--- src/verilog/ibm_pkg.sv ---
// Constants and types for the interface bridge block modifier register bank.
// Assumes a plain register port with 12-bit byte addresses and 32-bit data.
// How it works
// Bypass merge is one read/write bit at 0x024, reset 0, present only with upsizing or downsizing.
// Long burst control is one read/write bit at 0x02c, present only when downsizing onto AXI4.
// Long burst control 0 makes the bridge break long bursts; 1 lets long bursts out.
// Without software register access the long burst control holds its default of 0.
// Write FIFO threshold is four read/write bits at 0x040, effective only with a non-zero configured threshold.
// Write FIFO threshold reset value is the configured threshold, not a fixed constant.
// AHB master control is two read/write bits at 0x044, reset 0, AHB only: bit 0 decode error, bit 1 force incr.
// Issuing override at 0x108 exists only with upsizing, downsizing or a FIFO on any channel.
// A set issuing override bit limits outstanding transactions in that direction to one; reset 0.
// Issuing override bit 0 is the read direction and bit 1 the write direction.
// Clock-boundary selector codes: 0 1:1, 1 m:1, 2 1:n, 3 m:n, 4 async, reset 4, 5 to 7 reserved.
// Reserved offsets read as zero and ignore writes.
package ibm_pkg;
    localparam int ADDR_W = 12;
    localparam int DATA_W = 32;
    localparam logic [11:0] OFS_BYPASS_MERGE = 12'h024;
    localparam logic [11:0] OFS_LONG_BURST = 12'h02c;
    localparam logic [11:0] OFS_WR_FIFO_THR = 12'h040;
    localparam logic [11:0] OFS_AHB_CTRL = 12'h044;
    localparam logic [11:0] OFS_ISSUE_OVR = 12'h108;
    localparam int THR_W = 4;
    localparam logic RST_BYPASS_MERGE = 1'h0;
    localparam logic RST_LONG_BURST = 1'h0;
    localparam logic [1:0] RST_AHB_CTRL = 2'h0;
    localparam logic [1:0] RST_ISSUE_OVR = 2'h0;
    localparam logic [3:0] RST_WR_FIFO_THR_DEF = 4'h0;
    localparam int BIT_DECERR_EN = 0;
    localparam int BIT_FORCE_INCR = 1;
    localparam int BIT_READ_ISS = 0;
    localparam int BIT_WRITE_ISS = 1;
    typedef enum logic [2:0] {
        IBM_SYNC_1_1 = 3'h0,
        IBM_SYNC_M_1 = 3'h1,
        IBM_SYNC_1_N = 3'h2,
        IBM_SYNC_M_N = 3'h3,
        IBM_ASYNC = 3'h4
    } ibm_sync_e;
    localparam logic [2:0] RST_SYNC_MODE = 3'h4;
endpackage : ibm_pkg

--- src/verilog/ibm_sync_decode.sv ---
// Decodes the clock-boundary scheme selector into one-hot scheme flags.
// Assumes the selector is a static setting on the same clock.
module ibm_sync_decode
(
    input wire logic i_clk,
    input wire logic i_resetn,
    input wire logic [2:0] i_sel,
    output logic [4:0] o_scheme,
    output logic o_reserved
);
    typedef struct packed
    {
        logic [4:0] scheme;
        logic reserved;
    } ibm_dec_s;

    ibm_dec_s st;
    ibm_dec_s next_st;

    always_comb
    begin
        next_st = st;
        next_st.scheme = 5'h00;
        next_st.reserved = 1'b0;
        if (i_sel <= ibm_pkg::RST_SYNC_MODE)
        begin
            next_st.scheme[i_sel] = 1'b1;
        end
        else
        begin
            next_st.reserved = 1'b1;
        end
    end

    always_ff @(posedge i_clk or negedge i_resetn)
    begin
        if (!i_resetn)
        begin
            st <= '{scheme: 5'h10, reserved: 1'b0};
        end
        else
        begin
            st <= next_st;
        end
    end

    assign o_scheme = st.scheme;
    assign o_reserved = st.reserved;
endmodule : ibm_sync_decode

--- src/verilog/ibm_regs.sv ---
// Modifier register bank for one interface bridge block.
// Assumes a single-clock register port; read data follow one cycle after the read strobe.
//
// Our own choice: the strobed register port.
module ibm_regs
#(
    parameter bit HAS_RESIZE = 1'b1,
    parameter bit HAS_AXI4_DOWNSIZE = 1'b1,
    parameter bit HAS_PROG_VIEW = 1'b1,
    parameter bit HAS_WR_FIFO = 1'b1,
    parameter bit HAS_ANY_FIFO = 1'b1,
    parameter bit IS_AHB = 1'b1,
    parameter logic [3:0] CFG_WR_FIFO_THR = ibm_pkg::RST_WR_FIFO_THR_DEF,
    parameter logic [2:0] CFG_SYNC_MODE = ibm_pkg::RST_SYNC_MODE
)
(
    input wire logic i_clk,
    input wire logic i_resetn,
    input wire logic [11:0] i_addr,
    input wire logic [31:0] i_wdata,
    input wire logic i_wr,
    input wire logic i_rd,
    output logic [31:0] o_rdata,
    output logic o_bypass_merge,
    output logic o_long_burst_en,
    output logic o_break_long_burst,
    output logic [3:0] o_write_fifo_threshold,
    output logic o_wr_fifo_thr_valid,
    output logic o_decerr_en,
    output logic o_force_incr,
    output logic o_read_iss_limit_one,
    output logic o_write_iss_limit_one,
    output logic [4:0] o_sync_scheme,
    output logic o_sync_reserved
);
    localparam bit LB_PRESENT = HAS_AXI4_DOWNSIZE && HAS_PROG_VIEW;
    localparam bit THR_PRESENT = HAS_WR_FIFO && (CFG_WR_FIFO_THR != 4'h0);
    localparam bit ISS_PRESENT = HAS_RESIZE || HAS_ANY_FIFO;

    typedef struct packed
    {
        logic bypass_merge;
        logic long_burst;
        logic [3:0] thr;
        logic [1:0] ahb;
        logic [1:0] iss;
        logic [31:0] rdata;
        logic brk;
        logic thr_valid;
    } ibm_regs_s;

    ibm_regs_s st;
    ibm_regs_s next_st;

    always_comb
    begin
        next_st = st;
        next_st.rdata = 32'h0000_0000;
        if (i_wr)
        begin
            unique case (i_addr)
                ibm_pkg::OFS_BYPASS_MERGE:
                begin
                    if (HAS_RESIZE)
                    begin
                        next_st.bypass_merge = i_wdata[0];
                    end
                end
                ibm_pkg::OFS_LONG_BURST:
                begin
                    if (LB_PRESENT)
                    begin
                        next_st.long_burst = i_wdata[0];
                    end
                end
                ibm_pkg::OFS_WR_FIFO_THR:
                begin
                    if (HAS_WR_FIFO)
                    begin
                        next_st.thr = i_wdata[3:0];
                    end
                end
                ibm_pkg::OFS_AHB_CTRL:
                begin
                    if (IS_AHB)
                    begin
                        next_st.ahb = i_wdata[1:0];
                    end
                end
                ibm_pkg::OFS_ISSUE_OVR:
                begin
                    if (ISS_PRESENT)
                    begin
                        next_st.iss = i_wdata[1:0];
                    end
                end
                default:
                begin
                    next_st.iss = st.iss;
                end
            endcase
        end
        if (i_rd)
        begin
            unique case (i_addr)
                ibm_pkg::OFS_BYPASS_MERGE:
                begin
                    next_st.rdata = {31'h0, st.bypass_merge & HAS_RESIZE};
                end
                ibm_pkg::OFS_LONG_BURST:
                begin
                    next_st.rdata = {31'h0, st.long_burst & LB_PRESENT};
                end
                ibm_pkg::OFS_WR_FIFO_THR:
                begin
                    next_st.rdata = HAS_WR_FIFO ? {28'h0, st.thr} : 32'h0;
                end
                ibm_pkg::OFS_AHB_CTRL:
                begin
                    next_st.rdata = IS_AHB ? {30'h0, st.ahb} : 32'h0;
                end
                ibm_pkg::OFS_ISSUE_OVR:
                begin
                    next_st.rdata = ISS_PRESENT ? {30'h0, st.iss} : 32'h0;
                end
                default:
                begin
                    next_st.rdata = 32'h0000_0000;
                end
            endcase
        end
        // Absent long-burst register keeps its default, so bursts always break
        if (!LB_PRESENT)
        begin
            next_st.long_burst = ibm_pkg::RST_LONG_BURST;
        end
        // Absent registers sit at reset so each output is a bare flop, no gating behind it
        if (!HAS_RESIZE)
        begin
            next_st.bypass_merge = ibm_pkg::RST_BYPASS_MERGE;
        end
        if (!IS_AHB)
        begin
            next_st.ahb = ibm_pkg::RST_AHB_CTRL;
        end
        if (!ISS_PRESENT)
        begin
            next_st.iss = ibm_pkg::RST_ISSUE_OVR;
        end
        next_st.brk = !next_st.long_burst;
        next_st.thr_valid = THR_PRESENT;
    end

    always_ff @(posedge i_clk or negedge i_resetn)
    begin
        if (!i_resetn)
        begin
            st.bypass_merge <= ibm_pkg::RST_BYPASS_MERGE;
            st.long_burst <= ibm_pkg::RST_LONG_BURST;
            st.thr <= CFG_WR_FIFO_THR;
            st.ahb <= ibm_pkg::RST_AHB_CTRL;
            st.iss <= ibm_pkg::RST_ISSUE_OVR;
            st.rdata <= 32'h0000_0000;
            st.brk <= !ibm_pkg::RST_LONG_BURST;
            st.thr_valid <= 1'b0;
        end
        else
        begin
            st <= next_st;
        end
    end

    ibm_sync_decode u_sync
    (
        .i_clk(i_clk),
        .i_resetn(i_resetn),
        .i_sel(CFG_SYNC_MODE),
        .o_scheme(o_sync_scheme),
        .o_reserved(o_sync_reserved)
    );

    assign o_rdata = st.rdata;
    assign o_bypass_merge = st.bypass_merge;
    assign o_long_burst_en = st.long_burst;
    assign o_break_long_burst = st.brk;
    assign o_write_fifo_threshold = st.thr;
    assign o_wr_fifo_thr_valid = st.thr_valid;
    assign o_decerr_en = st.ahb[ibm_pkg::BIT_DECERR_EN];
    assign o_force_incr = st.ahb[ibm_pkg::BIT_FORCE_INCR];
    assign o_read_iss_limit_one = st.iss[ibm_pkg::BIT_READ_ISS];
    assign o_write_iss_limit_one = st.iss[ibm_pkg::BIT_WRITE_ISS];

    // Protocol checks
    property p_wr_bypass;
        @(posedge i_clk) disable iff (!i_resetn)
        (i_wr && i_addr == ibm_pkg::OFS_BYPASS_MERGE && HAS_RESIZE)
            |=> (o_bypass_merge == $past(i_wdata[0]));
    endproperty
    a_wr_bypass: assert property (p_wr_bypass) else $error("bypass merge not written");

    property p_wr_long_burst;
        @(posedge i_clk) disable iff (!i_resetn)
        (i_wr && i_addr == ibm_pkg::OFS_LONG_BURST && LB_PRESENT)
            |=> (o_long_burst_en == $past(i_wdata[0]));
    endproperty
    a_wr_long_burst: assert property (p_wr_long_burst) else $error("long burst not written");

    property p_break;
        @(posedge i_clk) disable iff (!i_resetn)
        o_break_long_burst == !o_long_burst_en;
    endproperty
    a_break: assert property (p_break) else $error("burst break mismatch");

    property p_no_pv;
        @(posedge i_clk) disable iff (!i_resetn)
        !LB_PRESENT |-> !o_long_burst_en;
    endproperty
    a_no_pv: assert property (p_no_pv) else $error("long burst without register");

    property p_thr_rd;
        @(posedge i_clk) disable iff (!i_resetn)
        (i_rd && i_addr == ibm_pkg::OFS_WR_FIFO_THR && HAS_WR_FIFO)
            |=> (o_rdata == {28'h0, $past(o_write_fifo_threshold)});
    endproperty
    a_thr_rd: assert property (p_thr_rd) else $error("threshold readback wrong");

    property p_ahb;
        @(posedge i_clk) disable iff (!i_resetn)
        (i_wr && i_addr == ibm_pkg::OFS_AHB_CTRL && IS_AHB)
            |=> ({o_force_incr, o_decerr_en} == $past(i_wdata[1:0]));
    endproperty
    a_ahb: assert property (p_ahb) else $error("ahb control not written");

    property p_iss;
        @(posedge i_clk) disable iff (!i_resetn)
        (i_wr && i_addr == ibm_pkg::OFS_ISSUE_OVR && ISS_PRESENT)
            |=> ({o_write_iss_limit_one, o_read_iss_limit_one} == $past(i_wdata[1:0]));
    endproperty
    a_iss: assert property (p_iss) else $error("issue override not written");

    property p_rsvd;
        @(posedge i_clk) disable iff (!i_resetn)
        (i_rd && i_addr == 12'h028) |=> (o_rdata == 32'h0);
    endproperty
    a_rsvd: assert property (p_rsvd) else $error("reserved read not zero");

    property p_rd_once;
        @(posedge i_clk) disable iff (!i_resetn)
        !i_rd |=> (o_rdata == 32'h0);
    endproperty
    a_rd_once: assert property (p_rd_once) else $error("read data stands too long");

    property p_wr_thr;
        @(posedge i_clk) disable iff (!i_resetn)
        (i_wr && i_addr == ibm_pkg::OFS_WR_FIFO_THR && HAS_WR_FIFO)
            |=> (o_write_fifo_threshold == $past(i_wdata[3:0]));
    endproperty
    a_wr_thr: assert property (p_wr_thr) else $error("threshold not written");

    property p_thr_valid;
        @(posedge i_clk) disable iff (!i_resetn)
        $past(i_resetn) |-> (o_wr_fifo_thr_valid == THR_PRESENT);
    endproperty
    a_thr_valid: assert property (p_thr_valid) else $error("threshold flag wrong");

    property p_byp_off;
        @(posedge i_clk) disable iff (!i_resetn)
        !HAS_RESIZE |-> !o_bypass_merge;
    endproperty
    a_byp_off: assert property (p_byp_off) else $error("stray bypass");

    property p_ahb_off;
        @(posedge i_clk) disable iff (!i_resetn)
        !IS_AHB |-> !(o_decerr_en || o_force_incr);
    endproperty
    a_ahb_off: assert property (p_ahb_off) else $error("stray ahb control");

    property p_iss_off;
        @(posedge i_clk) disable iff (!i_resetn)
        !ISS_PRESENT |-> !(o_read_iss_limit_one || o_write_iss_limit_one);
    endproperty
    a_iss_off: assert property (p_iss_off) else $error("stray issue override");

    property p_byp_hold;
        @(posedge i_clk) disable iff (!i_resetn)
        !(i_wr && i_addr == ibm_pkg::OFS_BYPASS_MERGE) |=> $stable(o_bypass_merge);
    endproperty
    a_byp_hold: assert property (p_byp_hold) else $error("bypass merge moved");

    property p_lb_hold;
        @(posedge i_clk) disable iff (!i_resetn)
        !(i_wr && i_addr == ibm_pkg::OFS_LONG_BURST) |=> $stable(o_long_burst_en);
    endproperty
    a_lb_hold: assert property (p_lb_hold) else $error("long burst moved");

    property p_thr_hold;
        @(posedge i_clk) disable iff (!i_resetn)
        !(i_wr && i_addr == ibm_pkg::OFS_WR_FIFO_THR) |=> $stable(o_write_fifo_threshold);
    endproperty
    a_thr_hold: assert property (p_thr_hold) else $error("threshold moved");

    property p_ahb_hold;
        @(posedge i_clk) disable iff (!i_resetn)
        !(i_wr && i_addr == ibm_pkg::OFS_AHB_CTRL) |=> $stable({o_force_incr, o_decerr_en});
    endproperty
    a_ahb_hold: assert property (p_ahb_hold) else $error("ahb control moved");

    property p_iss_hold;
        @(posedge i_clk) disable iff (!i_resetn)
        !(i_wr && i_addr == ibm_pkg::OFS_ISSUE_OVR)
            |=> $stable({o_write_iss_limit_one, o_read_iss_limit_one});
    endproperty
    a_iss_hold: assert property (p_iss_hold) else $error("issue override moved");

    property p_rd_byp;
        @(posedge i_clk) disable iff (!i_resetn)
        (i_rd && i_addr == ibm_pkg::OFS_BYPASS_MERGE)
            |=> (o_rdata == {31'h0, $past(o_bypass_merge)});
    endproperty
    a_rd_byp: assert property (p_rd_byp) else $error("bypass readback wrong");

    property p_rd_lb;
        @(posedge i_clk) disable iff (!i_resetn)
        (i_rd && i_addr == ibm_pkg::OFS_LONG_BURST)
            |=> (o_rdata == {31'h0, $past(o_long_burst_en)});
    endproperty
    a_rd_lb: assert property (p_rd_lb) else $error("long burst readback wrong");

    property p_rd_ahb;
        @(posedge i_clk) disable iff (!i_resetn)
        (i_rd && i_addr == ibm_pkg::OFS_AHB_CTRL)
            |=> (o_rdata == {30'h0, $past(o_force_incr), $past(o_decerr_en)});
    endproperty
    a_rd_ahb: assert property (p_rd_ahb) else $error("ahb readback wrong");

    property p_rd_iss;
        @(posedge i_clk) disable iff (!i_resetn)
        (i_rd && i_addr == ibm_pkg::OFS_ISSUE_OVR)
            |=> (o_rdata == {30'h0, $past(o_write_iss_limit_one), $past(o_read_iss_limit_one)});
    endproperty
    a_rd_iss: assert property (p_rd_iss) else $error("issue override readback wrong");

    c_iss_both: cover property (@(posedge i_clk) o_read_iss_limit_one && o_write_iss_limit_one);
    c_long: cover property (@(posedge i_clk) o_long_burst_en);
    c_ahb: cover property (@(posedge i_clk) o_decerr_en && o_force_incr);
    c_wr_rd: cover property (@(posedge i_clk) i_wr ##1 i_rd);
    c_rsvd_scheme: cover property (@(posedge i_clk) o_sync_reserved);
endmodule : ibm_regs

--- config.mk ---
export PLATFORM = sky130hd
export DESIGN_NAME = ibm_regs
export DESIGN_NICKNAME = d
export VERILOG_FILES = /design/src/verilog/ibm_pkg.sv /design/src/verilog/ibm_sync_decode.sv /design/src/verilog/ibm_regs.sv
export SDC_FILE = /design/constraint.sdc
export NUM_CORES = 1
export LEC_CHECK = 0
export ABC_CLOCK_PERIOD_IN_PS = 1800
export BUFFER_PORTS_ARGS = -buffer_cell sky130_fd_sc_hd__buf_2
export CORE_MARGIN = 5
export CORE_UTILIZATION = 38
export CTS_CLUSTER_DIAMETER = 50
export DETAILED_ROUTE_END_ITERATION = 16
export PLACE_DENSITY_LB_ADDON = 0.12
export SYNTH_ARGS = -nofsm -noshare
export SYNTH_HDL_FRONTEND = slang
export SYNTH_SLANG_ARGS = --single-unit
--- constraint.sdc ---
create_clock -name i_clk -period 1.8 [get_ports i_clk]
set_input_delay 0.09 -clock i_clk [delete_from_list [all_inputs] [get_ports i_clk]]
set_output_delay 0.09 -clock i_clk [all_outputs]
set_load 0.02 [all_outputs]
Word-level counts from Yosys, hierarchy flattened
Cells that the tools add are included.
Widths: inputs -> output; s select.
Word-level totals
  output and inout port bits: 50
  logic and storage cells: 24
  register bits: 43
  bits of input ports: 48
Cells by class
  equal/unequal tests: 5
  reduce and logical (&&, ||, !) cells: 5
  multiplexer cells: 7
Operators by type and width (number)
  $eq 12x6->1 const B: 2
  $eq 12x7->1 const B: 2
  $pmux 4 s5: 1
  $eq 12x9->1 const B: 1
  $mux 9: 1
  $mux 4: 2
  $reduce_and 2->1: 4
  $mux 2: 2
  $logic_not 1->1: 1
  $mux 1: 1

Logic depth before layout (Yosys ltp)
  word-level depth: 4
  mapped depth: 4
  mapped depth without buffers: 4

Cells and area by module
From an unflattened synthesis, not the netlist that was laid out.
Second synthesis, totals
  cells, all modules: 100
  area, all modules: 1151.1 um^2
By module, submodules not included
  ibm_regs: instances 1, area each 954.7 um^2, seq. area each 376.6 um^2, cells each 88
  ibm_sync_decode: instances 1, area each 196.4 um^2, seq. area each 151.4 um^2, cells each 12

Least setup slack after synthesis
No wires, ideal clock.
  path type: input-to-reg
  start: in i_addr[10]
  end: reg st, in the netlist o_write_fifo_threshold[0]
  stages: 4
  setup slack: 0.547 ns
  setup time: 0.125 ns
  path buffers: 0
  data required time: 1.675 ns
  arrival: 1.128 ns
  cell sequence: nor3_1 -> and3_1 -> nor3b_4 -> mux2_2
Between the ends
  word-level cells in the longest chain between the ends: 2
Ends and longest elaborated chain
  from (decl): line ibm_regs.sv:19  | input wire logic [11:0] i_addr,
  $eq 12x7->1: line ibm_regs.sv:61  | unique case (i_addr)
  $reduce_and 2->1 (no source line)
  to (signal assigned): line ibm_regs.sv:169  | st <= next_st;
  to (decl): line ibm_regs.sv:52  | ibm_regs_s st;
No other way between the ends.
A chain may end at the register's enable or synchronous reset.

Worst setup path after layout
Ends and elaborated chain as after synthesis.

==> results.py <==
metrics = {
    "run_status": {
        "outcome": "complete, no violations",
    },
    "synthesis": {
        "synth_edf_count": 0,
        "syn_area_sq_um": 977,
        "syn_area_per_cell_sq_um": 10.9,
        "synth_cell_types": 21,
        "synthArstFlopShare": 1.00,
        "synth_area_leaders": "dfrtp_1 36%, buf_4 27%, mux2_2 14%, dfstp_2 2.7%, nor4_2 2.6%",
        "synthCells": 90,
        "ys_seq_area_frac": 0.385,
        "dominantRegCellSynth": "dfrtp_1",
        "yosysWarnings": 0,
        "synth_top_area_frac": 0.359,
        "synth_seq_cells": 15,
        "yosys.area.top_type": "dfrtp_1",
    },
    "timing": {
        "hold_ws_ps": 23.1,
        "clock_skew_ps": 2.88,
        "setup_viol": 0,
        "max_freq_ghz": 0.819,
        "timing.final.crit_share": 0.678,
        "tns_ps": 0,
        "hold_viol": 0,
        "rsz0062_at_grt": "no",
        "fin_crit_ps": 1220,
        "drv_slew": 0,
    },
    "drt": {
        "wirelength_um": 1860,
        "wl_per_cell_um": 11.8,
        "wl_met2_um": 888,
        "wl_met1_um": 676,
        "detail_route.first_pass.iterations": 4,
        "vias_per_cell": 4.28,
        "final_antenna_net_count": 0,
        "drt_iter0_drc": 4,
        "vias": 677,
        "wl_met3_um": 266,
        "top_layer": "met4",
        "drc_errors": 0,
    },
    "floorplanning": {
        "core_sq_mm": 0.00248,
        "start_util": 0.394,
        "die_h_um": 60.7,
        "fp-row-count": 18,
        "dieArea_sq_mm": 0.00369,
        "num_io_pins": 98,
        "die_w_um": 60.7,
    },
    "critical_path": {
        "critPathKind": "in -> reg",
        "critPathMaxFanout": 5,
        "crit_path_end_kind": "flip-flop",
        "setup.worst_path.start_class": "primary input",
        "cp.arrival_ps": 1390,
        "crit_required_ps": 1970,
    },
    "clock_tree": {
        "htree_levels": 1,
        "clk_pin_slew_ps": 80,
        "clk-insertion-delay-late_ps": 280,
        "cts.sinks": 15,
        "clock_path_buffers": 2,
        "tritoncts": "done",
        "ctsResizeCount": 0,
        "cts_buffers": 3,
        "cts-root-buf": "clkbuf_4",
    },
    "placed_design": {
        "dpl.hpwl_um": 1560,
        "dp.cells": 153,
        "io_buffers": 34,
        "gp_congestion": 0.720,
        "dpl_cell_area_sq_mm": 0.00105,
    },
    "global_routing": {
        "grt_usage": 0.0982,
        "antenna_found_initial": 0,
        "grt_pass1_vias": 623,
        "grt_pass1_wl_um": 2700,
        "grt_overflow": 0,
        "grt_start_max_net_pins": 16,
    },
    "power": {
        "p_leak_nw": 0.629,
        "p_per_area_mw_per_mm2": 587,
        "p_total_uw": 640,
        "ir_drop_mv": 0.302,
    },
    "layout": {
        "syn_to_final_growth_pct": 11.7,
        "antennaDiodeCount": 0,
        "nets": 177,
        "final_cell_mix": "35 x conb_1, 34 x buf_2, 14 x dfrtp_1",
        "fill_cells": 255,
        "stdcell_area_sq_mm": 0.00109,
        "final_common_cell": "conb_1",
        "stdcell_count": 158,
        "drive_gt1_frac": 0.430,
    },
    "flow_run": {
        "cap_violations": 0,
    },
    "min_path": {
        "hold_path_class": "in -> reg",
    },
}
==> per-layer routing <==
layer,GRT usage,vias up
li1,-,316
met1,0.122,315
met2,0.162,44
met3,0.00851,2
met4,0.0650,0
met5,0,-
==> kinds of logic (layout without fill, tap and decap cells) <==
family,after synthesis,in the layout,synth area share
AOI/OAI and AO/OA,3,3,0.0205
muxes,14,14,0.160
DFF,15,15,0.385
and+or+nand+nor,21,21,0.157
buffers and inverters,35,40,0.269
other,2,35,0.00769
==> repair_timing <==
| item | CTS | global route |
|---|---|---|
| endpoints found under the hold margin | 15 | 0 |
| hold buffers | 1 | 0 |
| setup buffers | 0 | 0 |
==> power by group <==
part / total, mW / internal (mW) / switching [mW]
registers: 0.339 / 0.338 / 0.000705
logic: 0.116 / 0.0234 / 0.0928
clock network: 0.185 / 0.0823 / 0.103
==> metrics by stage <==
stage,setup slack (ps),util
floorplan,547,-
global placement,266,0.425
detailed placement,258,0.425
CTS,555,0.440
global route,482,0.440
finish,579,0.440
==> cell usage after synthesis, types with 2 or more instances <==
| cell | number |
|---|---|
| conb_1 | 2 |
| a22oi_1 | 2 |
| and2_1 | 3 |
| nand3b_1 | 3 |
| nor2_1 | 2 |
| dfrtp_1 | 14 |
| buf_4 | 35 |
| nand3_1 | 3 |
| nor4_2 | 2 |
| nor3_1 | 2 |
| mux2_2 | 12 |
==> sequential cells by signal (all words and copies together), names as in the netlist <==
register,flops
o_write_iss_limit_one,1
o_decerr_en,1
o_long_burst_en,1
o_rdata,4
o_bypass_merge,1
o_break_long_burst,1
o_write_fifo_threshold,4
o_read_iss_limit_one,1
o_force_incr,1
==> worst max-delay path, stage by stage <==
cell     delay, ps
buf_2           90
nor3_1         220
and3_1         290
nor3b_4        320
mux2_2         370
==> path summary, 6_finish.rpt <==
kind	startpoint	end	slack (ps)	depth (start not counted)
max	i_addr[10]	o_write_fifo_threshold[0]	580	5
max in group asynchronous	i_resetn	o_break_long_burst	1270	2
min	i_wdata[0]	o_break_long_burst	20	2
min reg2reg	o_long_burst_en	o_break_long_burst	470	1
min in group asynchronous	i_resetn	o_write_iss_limit_one	240	2
max reg2reg	o_decerr_en	o_rdata[0]	740	3
==> layout make-up <==
type                       instances  area [sq um]  area share
clock buffer                       3          22.5      0.0206
clock inverter                     1          5.00     0.00459
tap                               30          37.5      0.0344
sequential                        15           377       0.345
timing repair buffer              36           188       0.172
multi-input combinational         73           462       0.423
(Power assumes the default switching activity.)
